$ cat src/hdl/pixel_out_pkg.sv
// Purpose: shared constants and types of the dual-port pixel output formatter
// Assumes: one 50 MHz clock; pixel clock and samples arrive as pins
// Notes: register reset values are plain defaults
package pixel_out_pkg;

    // register addresses on the programming port
    localparam logic [7:0] PHASE_REG_ADDR = 8'h04;
    localparam logic [7:0] FORMAT_REG_ADDR = 8'h15;

    // reset values
    localparam logic [7:0] PHASE_REG_RESET = 8'h00;
    localparam logic [7:0] FORMAT_REG_RESET = 8'h00;

    // field positions
    localparam int PHASE_LSB = 3;
    localparam int PHASE_W = 5;
    localparam int CHAN_MODE_BIT = 7;
    localparam int OUT_MODE_BIT = 6;
    localparam int INVERT_BIT = 5;

    // widths and depths
    localparam int SAMPLE_W = 8;
    localparam int DELAY_DEPTH = 32;
    localparam int FIFO_DEPTH = 4;
    localparam int PERIOD_W = 8;
    localparam int SYNC_WIDTH_W = 8;

    typedef struct packed {
        logic [SAMPLE_W-1:0] red;
        logic [SAMPLE_W-1:0] green;
        logic [SAMPLE_W-1:0] blue;
    } rgb_s;

    typedef struct packed {
        logic hsync;
        rgb_s rgb;
    } pixel_s;

    localparam int PIXEL_W = $bits(pixel_s);

    typedef enum logic [1:0] {
        FMT_SINGLE = 2'b00,
        FMT_PARALLEL = 2'b01,
        FMT_INTERLEAVED = 2'b10
    } fmt_e;

endpackage

$ cat src/hdl/phase_delay.sv
// Purpose: delays a pixel stream by a programmable number of clock cycles
// Assumes: tap changes are rare; a change may drop or repeat every pixel held between the old and new taps
// Notes: sync and data travel in one word; valid shifts beside it in its own register of equal depth
`timescale 1ns/1ps
`default_nettype none
module phase_delay #(
    parameter int WIDTH = 8,
    parameter int DEPTH = 32
) (
    // clock and reset
    input wire logic clk,
    input wire logic reset,
    // stream in
    input wire logic in_valid,
    input wire logic [WIDTH-1:0] in_data,
    // delay select
    input wire logic [$clog2(DEPTH)-1:0] tap,
    // stream out
    output logic out_valid,
    output logic [WIDTH-1:0] out_data
);

    logic [DEPTH-1:0] valid_q;
    logic [WIDTH-1:0] data_q [DEPTH];

    always_ff @(posedge clk) begin
        if (reset) begin
            valid_q <= '0;
        end else begin
            valid_q <= {valid_q[DEPTH-2:0], in_valid};
        end
    end

    genvar i;
    generate
        for (i = 0; i < DEPTH; i++) begin : g_stage
            if (i == 0) begin : g_head
                always_ff @(posedge clk) begin
                    data_q[i] <= in_data;
                end
            end else begin : g_tail
                always_ff @(posedge clk) begin
                    data_q[i] <= data_q[i-1];
                end
            end
        end
    endgenerate

    assign out_valid = valid_q[tap];
    assign out_data = data_q[tap];

endmodule
`default_nettype wire

$ cat src/hdl/pixel_fifo.sv
// Purpose: small first-in first-out buffer with valid/ready on both sides
// Assumes: single clock
// Notes: full and empty come from a count, so no slot is wasted
`timescale 1ns/1ps
`default_nettype none
module pixel_fifo #(
    parameter int WIDTH = 8,
    parameter int DEPTH = 4
) (
    // clock and reset
    input wire logic clk,
    input wire logic reset,
    // fill side
    input wire logic in_valid,
    output logic in_ready,
    input wire logic [WIDTH-1:0] in_data,
    // drain side
    output logic out_valid,
    input wire logic out_ready,
    output logic [WIDTH-1:0] out_data
);

    localparam int AW = $clog2(DEPTH);

    logic [WIDTH-1:0] mem [DEPTH];
    logic [AW-1:0] wr_q;
    logic [AW-1:0] rd_q;
    logic [AW:0] count_q;
    logic push;
    logic pop;

    assign in_ready = (count_q != (AW+1)'(DEPTH));
    assign out_valid = (count_q != '0);
    assign push = in_valid && in_ready;
    assign pop = out_valid && out_ready;
    assign out_data = mem[rd_q];

    always_ff @(posedge clk) begin
        if (push) begin
            mem[wr_q] <= in_data;
        end
    end

    always_ff @(posedge clk) begin
        if (reset) begin
            wr_q <= '0;
            rd_q <= '0;
            count_q <= '0;
        end else begin
            if (push) begin
                wr_q <= (wr_q == AW'(DEPTH-1)) ? '0 : wr_q + 1'b1;
            end
            if (pop) begin
                rd_q <= (rd_q == AW'(DEPTH-1)) ? '0 : rd_q + 1'b1;
            end
            count_q <= count_q + (AW+1)'(push) - (AW+1)'(pop);
        end
    end

endmodule
`default_nettype wire

$ cat src/hdl/pixel_output_formatter.sv
// Purpose: steers sampled pixels onto two output buses per colour,
//   drives the output strobe clock pair and the rebuilt line sync
// Assumes: pixel clock pin is much slower than clk (at least 4 cycles)
// Notes: registers are written through a plain write strobe port
`timescale 1ns/1ps
`default_nettype none
module pixel_output_formatter
    import pixel_out_pkg::*;
(
    // clock and reset
    input wire logic clk,
    input wire logic reset,
    // register programming port
    input wire logic [7:0] cfg_addr,
    input wire logic [7:0] cfg_wdata,
    input wire logic cfg_write,
    output logic [7:0] cfg_rdata,
    // line sync output shape
    input wire logic sync_out_active_high,
    input wire logic [SYNC_WIDTH_W-1:0] sync_out_width,
    // pixel inputs (pins)
    input wire logic pixel_clock_pin,
    input wire logic line_sync_pin,
    input wire logic [SAMPLE_W-1:0] red_sample_pin,
    input wire logic [SAMPLE_W-1:0] green_sample_pin,
    input wire logic [SAMPLE_W-1:0] blue_sample_pin,
    // buffer status
    output logic capture_ready,
    // first output bus
    output logic [SAMPLE_W-1:0] red_first_bus_pixels,
    output logic [SAMPLE_W-1:0] green_first_bus_pixels,
    output logic [SAMPLE_W-1:0] blue_first_bus_pixels,
    // second output bus
    output logic [SAMPLE_W-1:0] red_second_bus_pixels,
    output logic [SAMPLE_W-1:0] green_second_bus_pixels,
    output logic [SAMPLE_W-1:0] blue_second_bus_pixels,
    output logic second_bus_oe_n,
    // strobe pair and line sync
    output logic output_strobe_clock,
    output logic output_strobe_clock_n,
    output logic line_sync_output
);

    // registers
    logic [7:0] phase_reg_q;
    logic [7:0] format_reg_q;
    logic [7:0] rdata_q;

    // pin synchronisers
    logic pclk_s1_q;
    logic pclk_s2_q;
    logic pclk_last_q;
    logic hs_s1_q;
    logic hs_s2_q;
    rgb_s rgb_s1_q;
    rgb_s rgb_s2_q;

    // capture side
    logic pixel_edge;
    pixel_s captured;
    logic [PERIOD_W-1:0] period_cnt_q;
    logic [PERIOD_W-1:0] half_period_q;

    // delayed stream and buffer
    logic dly_valid;
    logic [PIXEL_W-1:0] dly_data;
    logic buf_valid;
    logic buf_ready;
    logic [PIXEL_W-1:0] buf_data;
    pixel_s px;
    logic fire;

    // formatter state
    fmt_e mode;
    logic invert;
    logic lane_q;
    logic lane_now;
    logic hs_last_q;
    logic hs_rise;
    logic gap_q;
    rgb_s first_q;
    rgb_s second_q;
    rgb_s held_q;
    logic second_en_q;
    logic strobe_q;
    logic [PERIOD_W-1:0] strobe_cnt_q;
    logic [SYNC_WIDTH_W-1:0] sync_cnt_q;
    logic sync_active_q;

    always_ff @(posedge clk) begin
        if (reset) begin
            phase_reg_q <= PHASE_REG_RESET;
            format_reg_q <= FORMAT_REG_RESET;
        end else if (cfg_write) begin
            if (cfg_addr == PHASE_REG_ADDR) begin
                phase_reg_q <= cfg_wdata;
            end
            if (cfg_addr == FORMAT_REG_ADDR) begin
                format_reg_q <= cfg_wdata;
            end
        end
    end

    // unmapped addresses read as zero
    always_ff @(posedge clk) begin
        if (reset) begin
            rdata_q <= 8'h00;
        end else if (cfg_addr == PHASE_REG_ADDR) begin
            rdata_q <= phase_reg_q;
        end else if (cfg_addr == FORMAT_REG_ADDR) begin
            rdata_q <= format_reg_q;
        end else begin
            rdata_q <= 8'h00;
        end
    end

    assign cfg_rdata = rdata_q;
    assign invert = format_reg_q[INVERT_BIT];

    always_comb begin
        if (!format_reg_q[CHAN_MODE_BIT]) begin
            mode = FMT_SINGLE;
        end else if (format_reg_q[OUT_MODE_BIT]) begin
            mode = FMT_PARALLEL;
        end else begin
            mode = FMT_INTERLEAVED;
        end
    end

    always_ff @(posedge clk) begin
        if (reset) begin
            pclk_s1_q <= 1'b0;
            pclk_s2_q <= 1'b0;
            pclk_last_q <= 1'b0;
            hs_s1_q <= 1'b0;
            hs_s2_q <= 1'b0;
        end else begin
            pclk_s1_q <= pixel_clock_pin;
            pclk_s2_q <= pclk_s1_q;
            pclk_last_q <= pclk_s2_q;
            hs_s1_q <= line_sync_pin;
            hs_s2_q <= hs_s1_q;
        end
    end

    always_ff @(posedge clk) begin
        rgb_s1_q <= '{red: red_sample_pin, green: green_sample_pin, blue: blue_sample_pin};
        rgb_s2_q <= rgb_s1_q;
    end

    assign pixel_edge = pclk_s2_q && !pclk_last_q;
    assign captured = '{hsync: hs_s2_q, rgb: rgb_s2_q};

    // in single mode the strobe high time follows the measured pixel period
    always_ff @(posedge clk) begin
        if (reset) begin
            period_cnt_q <= '1;
            half_period_q <= PERIOD_W'(1);
        end else if (pixel_edge) begin
            period_cnt_q <= PERIOD_W'(1);
            // a saturated count spans an idle gap, not a pixel period
            if (period_cnt_q != '1) begin
                half_period_q <= (period_cnt_q > PERIOD_W'(3)) ? (period_cnt_q >> 1) : PERIOD_W'(1);
            end
        end else if (period_cnt_q != '1) begin
            period_cnt_q <= period_cnt_q + 1'b1;
        end
    end

    // phase field delays the sample strobe
    // sync rides with data through one delay
    phase_delay #(
        .WIDTH(PIXEL_W),
        .DEPTH(DELAY_DEPTH)
    ) u_phase_delay (
        .clk(clk),
        .reset(reset),
        .in_valid(pixel_edge),
        .in_data(captured),
        .tap(phase_reg_q[PHASE_LSB +: PHASE_W]),
        .out_valid(dly_valid),
        .out_data(dly_data)
    );

    // pixels drop only if the formatter stalls for four pixels
    pixel_fifo #(
        .WIDTH(PIXEL_W),
        .DEPTH(FIFO_DEPTH)
    ) u_pixel_fifo (
        .clk(clk),
        .reset(reset),
        .in_valid(dly_valid),
        .in_ready(capture_ready),
        .in_data(dly_data),
        .out_valid(buf_valid),
        .out_ready(buf_ready),
        .out_data(buf_data)
    );

    assign px = pixel_s'(buf_data);
    // one idle cycle between pops keeps strobe edges apart
    assign buf_ready = !gap_q;
    assign fire = buf_valid && buf_ready;
    assign hs_rise = px.hsync && !hs_last_q;

    // lane restarts at every line sync
    assign lane_now = hs_rise ? invert : lane_q;

    always_ff @(posedge clk) begin
        if (reset) begin
            gap_q <= 1'b0;
            lane_q <= 1'b0;
            hs_last_q <= 1'b0;
        end else begin
            gap_q <= fire;
            if (fire) begin
                lane_q <= !lane_now;
                hs_last_q <= px.hsync;
            end
        end
    end

    always_ff @(posedge clk) begin
        if (reset) begin
            first_q <= '0;
            second_q <= '0;
            held_q <= '0;
        end else if (fire) begin
            unique case (mode)
                // single mode uses first bus only
                FMT_SINGLE: begin
                    first_q <= px.rgb;
                end
                FMT_PARALLEL: begin
                    if (lane_now == invert) begin
                        held_q <= px.rgb;
                    end else if (lane_now) begin
                        second_q <= px.rgb;
                        first_q <= held_q;
                    end else begin
                        first_q <= px.rgb;
                        second_q <= held_q;
                    end
                end
                FMT_INTERLEAVED: begin
                    if (lane_now) begin
                        second_q <= px.rgb;
                    end else begin
                        first_q <= px.rgb;
                    end
                end
            endcase
        end
    end

    always_ff @(posedge clk) begin
        if (reset) begin
            second_en_q <= 1'b0;
        end else begin
            second_en_q <= (mode != FMT_SINGLE);
        end
    end

    // strobe follows the routed pixel timing
    always_ff @(posedge clk) begin
        if (reset) begin
            strobe_q <= 1'b0;
            strobe_cnt_q <= '0;
        end else if (fire) begin
            if (mode == FMT_SINGLE) begin
                strobe_q <= 1'b1;
                strobe_cnt_q <= half_period_q;
            end else begin
                strobe_q <= !strobe_q;
                strobe_cnt_q <= '0;
            end
        end else if (strobe_cnt_q != '0) begin
            strobe_cnt_q <= strobe_cnt_q - 1'b1;
            if (strobe_cnt_q == PERIOD_W'(1)) begin
                strobe_q <= 1'b0;
            end
        end
    end

    // sync rebuilt at each popped pixel
    always_ff @(posedge clk) begin
        if (reset) begin
            sync_cnt_q <= '0;
            sync_active_q <= 1'b0;
        end else if (fire) begin
            if (hs_rise && sync_out_width != '0) begin
                sync_cnt_q <= sync_out_width - 1'b1;
                sync_active_q <= 1'b1;
            end else if (sync_cnt_q != '0) begin
                sync_cnt_q <= sync_cnt_q - 1'b1;
            end else begin
                sync_active_q <= 1'b0;
            end
        end
    end

    assign red_first_bus_pixels = first_q.red;
    assign green_first_bus_pixels = first_q.green;
    assign blue_first_bus_pixels = first_q.blue;
    assign red_second_bus_pixels = second_q.red;
    assign green_second_bus_pixels = second_q.green;
    assign blue_second_bus_pixels = second_q.blue;

    // second bus floats in single mode
    assign second_bus_oe_n = !second_en_q;

    assign output_strobe_clock = strobe_q;
    assign output_strobe_clock_n = !strobe_q;

    assign line_sync_output = sync_out_active_high ? sync_active_q : !sync_active_q;

endmodule
`default_nettype wire

$ cat config.mk
export PLATFORM = sky130hd
export DESIGN_NAME = pixel_output_formatter
export DESIGN_NICKNAME = d
export VERILOG_FILES = /design/src/hdl/pixel_out_pkg.sv /design/src/hdl/phase_delay.sv /design/src/hdl/pixel_fifo.sv /design/src/hdl/pixel_output_formatter.sv
export SDC_FILE = /design/constraint.sdc
export NUM_CORES = 1
export LEC_CHECK = 0
export ABC_AREA = 1
export BUFFER_PORTS_ARGS = -buffer_cell sky130_fd_sc_hd__buf_2
export CORE_ASPECT_RATIO = 1.25
export CORE_UTILIZATION = 35
export CTS_BUF_LIST = sky130_fd_sc_hd__clkbuf_4
export DETAILED_ROUTE_END_ITERATION = 8
export SYNTH_ARGS = -nofsm -noshare
export SYNTH_HDL_FRONTEND = slang
export SYNTH_SLANG_ARGS = --single-unit
$ cat constraint.sdc
create_clock -name clk -period 2.9 [get_ports clk]
set_input_delay 0.145 -clock clk [delete_from_list [all_inputs] [get_ports clk]]
set_output_delay 0.145 -clock clk [all_outputs]
set_load 0.02 [all_outputs]
Yosys cells after proc, flatten, opt, wreduce, memory -nomap -nowiden:

Memory sizes are Yosys's and may differ from the RTL's. A register that Yosys moved wholly into a read port is not among the register bits.
Index checks and enable logic that the tools add are counted.

* flip-flop bits (word level): 226
* output and inout port bits: 61
* word-level logic and storage cells: 135
* memories: 2
* RAM bits: 900

* equality and inequality tests: 14
* mux-type cells: 38
* reduce and logical (&&, ||, !) cells: 33
* order comparisons: 2
* add/sub/neg operators: 8

Memories
* u_phase_delay.data_q: words 32, width 25, read ports 32, clocked after Yosys merged registers in 1, write ports 32, line phase_delay.sv:24 `logic [WIDTH-1:0] data_q [DEPTH];`
* u_pixel_fifo.mem: words 4, width 25, read ports 1, clocked after Yosys merged registers in 1, write ports 1, line pixel_fifo.sv:25 `logic [WIDTH-1:0] mem [DEPTH];`

Operator list (number)
* $mux W24: 6
* $mux W8: 9
* $pmux W24 S3: 1
* $pmux W24 S2: 1
* $reduce_bool A8 Y1: 3
* $sub A8 B1 Y8 const B: 3
* $mux W2: 6
* $reduce_and A2 Y1: 6
* $reduce_bool A2 Y1: 6
* $mux W1: 11
* $mux W5: 2
* $add A8 B1 Y8 const B: 1
* $eq A8 B1 Y1 const B: 1
* $eq A8 B3 Y1 const B: 1
* $eq A8 B5 Y1 const B: 1
* $gt A8 B2 Y1 const B: 1
* $ne A2 B2 Y1 const B: 4
* $ne A8 B8 Y1 const B: 1
* $logic_not A1 Y1: 7
* $mux W7: 1
* $eq A2 B2 Y1 const B: 3
* $lt A5 B6 Y1 const B: 1
* $reduce_and A3 Y1: 2
* $bmux W1 S5: 1
* 11 further kinds: 16

Depth between registers and ports, before layout:

* word-level depth: 6
* mapped depth: 19

By module:

A second synthesis with hierarchy kept.

* cells, all modules: 4079
* area, all modules: 36781.5 um^2

By module, submodules not included
* phase_delay: seq. area each 16656.0 um^2, times used 1, area each 25311.8 um^2, cells each 2874
* pixel_output_formatter: seq. area each 3723.6 um^2, times used 1, area each 7024.2 um^2, cells each 899
* pixel_fifo: seq. area each 3183.1 um^2, times used 1, area each 4445.5 um^2, cells each 306

Least setup slack after synthesis:

No wires, ideal clock.

* kind: register to register
* start point: register phase_reg_q[3]
* end point: memory u_pixel_fifo.mem[0][0] (netlist name), enable pin
* cell stages (with the launch flop): 8
* buffers on the path: 1
* arrival time: 2.331 ns
* path slack: 0.162 ns
* library setup time: 0.407 ns
* data required time: 2.493 ns
* cell sequence: dfxtp_1 -> clkbuf_1 -> o21ai_0 -> o22ai_1 -> o21ai_0 -> nand2_1 -> nand3_1 -> nor2_1

* word-level cells in the longest chain between the ends: 5

RTL lines
* from (decl): line pixel_output_formatter.sv:45 `logic [7:0] phase_reg_q;`
* from (signal assigned): line pixel_output_formatter.sv:96 `phase_reg_q <= cfg_wdata;`
* $bmux W1 S5: line phase_delay.sv:49 `assign out_valid = valid_q[tap];`
* $mux W1 (not written as such): line phase_delay.sv:49
* $logic_and A1 B1 Y1: line pixel_fifo.sv:34 `assign push = in_valid && in_ready;`
* $mux W1: line pixel_fifo.sv:39 `if (push) begin`
* $mux W1 (not written as such): line pixel_fifo.sv:40 `mem[wr_q] <= in_data;`
* to (decl): line pixel_fifo.sv:25

Every way passes these cells. The select of a mux whose other input is x is not followed.

Worst setup path in the final report:

* start point: input port cfg_addr[3]
* end point: register format_reg_q[1]

* word-level cells in the longest chain between the ends: 2

RTL lines
* from (decl): line pixel_output_formatter.sv:14 `input wire logic [7:0] cfg_addr,`
* $eq A8 B5 Y1: line pixel_output_formatter.sv:98 `if (cfg_addr == FORMAT_REG_ADDR) begin`
* $reduce_and A2 Y1 (no line)
* to (signal assigned): line pixel_output_formatter.sv:99 `format_reg_q <= cfg_wdata;`
* to (decl): line pixel_output_formatter.sv:46 `logic [7:0] format_reg_q;`

Every way passes these cells.
A chain may end at the register's enable or synchronous reset.

==> impl_metrics.json <==
{
  "initial_core_util_pct": 35.3,
  "synthCells": 3626,
  "worstReg2RegEnd": "sync_cnt_q[7]",
  "hold_violations": 0,
  "grt_pass1_wl_mm": 131,
  "crit_buf_inv": 7,
  "die-area_mm2": 0.103,
  "grt_usage_pct": 15.6,
  "core_area_mm2": 0.101,
  "clk_latency_ps": 1140,
  "clockRootBuffer": "clkbuf_4",
  "route.detailed.drc": 0,
  "crit_cells": 12,
  "fin_setup_tns_ps": 0,
  "regToRegSetupSlack_ps": 200,
  "synth.largest_area_cell": "dfxtp_1",
  "p_per_area_mw_per_mm2": 811,
  "synth_top_family_by_area": "compound AO/OA/AOI/OAI gates",
  "crit_path_end": "format_reg_q[1]",
  "cpPeakStageDelay_ps": 590,
  "firstDrtPassIters": 5,
  "met1_usage_pct": 19.4,
  "start_kind": "primary input",
  "place.gp.congestion": 0.809,
  "place_inst": 4904,
  "synth_xor_area_share_pct": 0.123,
  "yosys.area_share.simple_pct": 11.7,
  "synthArstFlopShare_pct": 0,
  "cp_top_family": "buffers and inverters",
  "layout.nets": 4077,
  "yosys-mux-area-fraction_pct": 0,
  "synth-seq-cells": 1132,
  "finalMaxSlewViolations": 0,
  "synth_top_cells_by_area": "dfxtp_1 (58%), edfxtp_1 (8.5%), o21ai_0 (8.2%), nor2_1 (7.3%), o221ai_1 (3.7%)",
  "synth-compound-area-share_pct": 16.2,
  "p_total_mw": 34.2,
  "cts_num_sinks": 1132,
  "grt_start_max_net_pins": 113,
  "status": "completed",
  "seq_area_frac_synth_pct": 66.7,
  "met2_usage_pct": 25.6,
  "busiest_layer": "met2",
  "die_x_um": 287,
  "antenna_found_initial": 3,
  "reg2reg_depth": 13,
  "worst-setup-path-type": "in2reg",
  "dpl-instance-area_mm2": 0.0376,
  "synth_edf_count": 100,
  "hold_start": "reset",
  "routedWlPerCell_um": 14.6,
  "max_freq_mhz": 353,
  "yosysMostFrequentCell": "dfxtp_1",
  "final_cells": 5499,
  "place.detailed.hpwl_mm": 45.5,
  "synth-main-ff-cell": "dfxtp_1",
  "drtIter0Drc": 1329,
  "relSlewSlack_pct": 30.8,
  "syn_to_final_growth_pct": 18.9,
  "setup_viol": 0,
  "grt_pass1_vias": 26170,
  "synthAdderAreaFrac_pct": 0.445,
  "viasPerCell": 4.81,
  "synth_top_area_share_pct": 58.3,
  "clk_pin_slew_ps": 60,
  "syn_area_mm2": 0.0355,
  "num_vias": 26449,
  "overflow": 0,
  "finalCritPeriodShare_pct": 97.6,
  "fillers": 9737,
  "fin_crit_ps": 2830,
  "vdd_drop_max_uv": 382,
  "hp-class": "in2reg",
  "crit_slowest_cell": "dlygate4sd3_1",
  "cts_buffer_depth": 4,
  "end_kind": "flop",
  "finalWirelength_mm": 80.0,
  "htreeDepth": 5,
  "cpMostUsedCell": "dlygate4sd3_1",
  "cts_made_buffers": 300,
  "grt_use_met3_pct": 4.26,
  "final_area_mm2": 0.0422,
  "tightest_slew_ps": 1040,
  "postRouteAntennaNets": 0,
  "ios": 115,
  "io_buffers": 114,
  "die_h_um": 358,
  "yosys-top-cells-count": "dfxtp_1 (1032), nor2_1 (689), o21ai_0 (581), nand2_1 (224), inv_1 (182)",
  "yosysWarnings": 0,
  "synth_area_per_cell_um2": 9.78,
  "path_cells": "dlygate4sd3_1 > buf_2 > nor2_1 > nand4_1 > dlygate4sd3_1 > nor2_1 > dlygate4sd3_1 > buf_4 > nand3_1 > dlygate4sd3_1 > a21oi_1 > dlygate4sd3_1",
  "power.leakage_nw": 17.4,
  "cp.required_ps": 3950,
  "crit_fanout": 15,
  "maxCapViolCount": 0,
  "std_cell_rows": 130,
  "drive_gt1_share_pct": 15.9,
  "fin_skew_ps": 81.7,
  "synth_cell_types": 41,
  "crit_start": "cfg_addr[3]",
  "cp.arrival_ps": 3880,
  "syn_nets": 3692,
  "cts_tree": "done"
}
[layer usage]
metal | up-vias | share of wire (%)
met5 | - | 0
met4 | 0 | 2.1
met3 | 132 | 5.2
met2 | 633 | 47
met1 | 12437 | 46
li1 | 13247 | -
[layout by cell type, fill, tap and decap left out, drive strengths merged]
cell type	count
nor4	3
clkbuf	413
a22oi	3
diode	4
fa	1
clkinv	47
or2	1
ha	11
o21a	5
a31oi	23
edfxtp	100
xnor2	4
o31ai	2
o21ai	614
nor3	15
nand2	231
nor2	691
inv	194
o211ai	1
dfxtp	1032
a32oi	2
nand4	9
dlygate4sd3	122
a21oi	124
buf	197
o221ai	148
xor2	1
nand3	102
o22ai	77
o21bai	1
a31o	1
[cell families after synthesis]
logic type / count (synthesis)
fa+ha+maj: 12
xor+xnor: 5
compound gates: 1001
buf+inv: 424
simple gates: 1052
flops: 1132
[repair_timing]
item | in CTS | in global routing
gates resized for setup | 0 | 8
hold buffers | 122 | 0
buffers inserted | 0 | 3
setup endpoints to repair | 0 | 7
endpoints found under the hold margin | 208 | 0
[worst min-delay path, cell delays in order]
cell and delay [ps]:
dlygate4sd3_1 510, buf_2 160, inv_2 230, o21ai_0 140
[flip-flops by register name, summed over array words and instances (netlist names), 24 cells and up, named ones only]
register               cells
captured                  24
held_q                    24
rgb_s1_q                  24
u_phase_delay.data_q     800
u_phase_delay.valid_q     32
u_pixel_fifo.mem         100
[power by group]
part	internal (mW)	switching, mW	total [mW]
combinational	1.58	2.83	4.41
sequential	16.8	0.516	17.3
clock	6.50	5.96	12.5
total	24.9	9.31	34.2
[stage by stage]
step                setup slack, ps  utilization [%]  hold slack, ps
floorplan                       162                -             173
CTS                            27.9             41.9            3.91
global route                  -2.14             42.0            44.2
finish                         68.9             42.0             130
detailed placement              463             37.4             249
global placement                496             37.4             248
[cell type report]
cell class | instances | area, um2 | area share, %
sequential | 1132 | 23700 | 56.1
multi-input combinational | 2070 | 10100 | 24.0
clock buffer | 413 | 3100 | 7.35
timing repair buffer | 319 | 2680 | 6.35
tap | 1320 | 1650 | 3.92
inverter | 188 | 722 | 1.71
clock inverter | 53 | 213 | 0.504
antenna | 4 | 10.0 | 0.0237
[how the worst min path moves through the flow]
stage                            endpoint  slack (ps)  cells past startpoint
after floorplan               rgb_s1_q[0]         170                      0
after global placement       rgb_s1_q[17]         250                      1
after detailed placement     rgb_s1_q[13]         250                      1
after CTS                    rgb_s1_q[20]           4                      3
after global routing         rgb_s1_q[20]          40                      3
final                     period_cnt_q[6]         130                      4
Power figures use the tool's default switching activity.
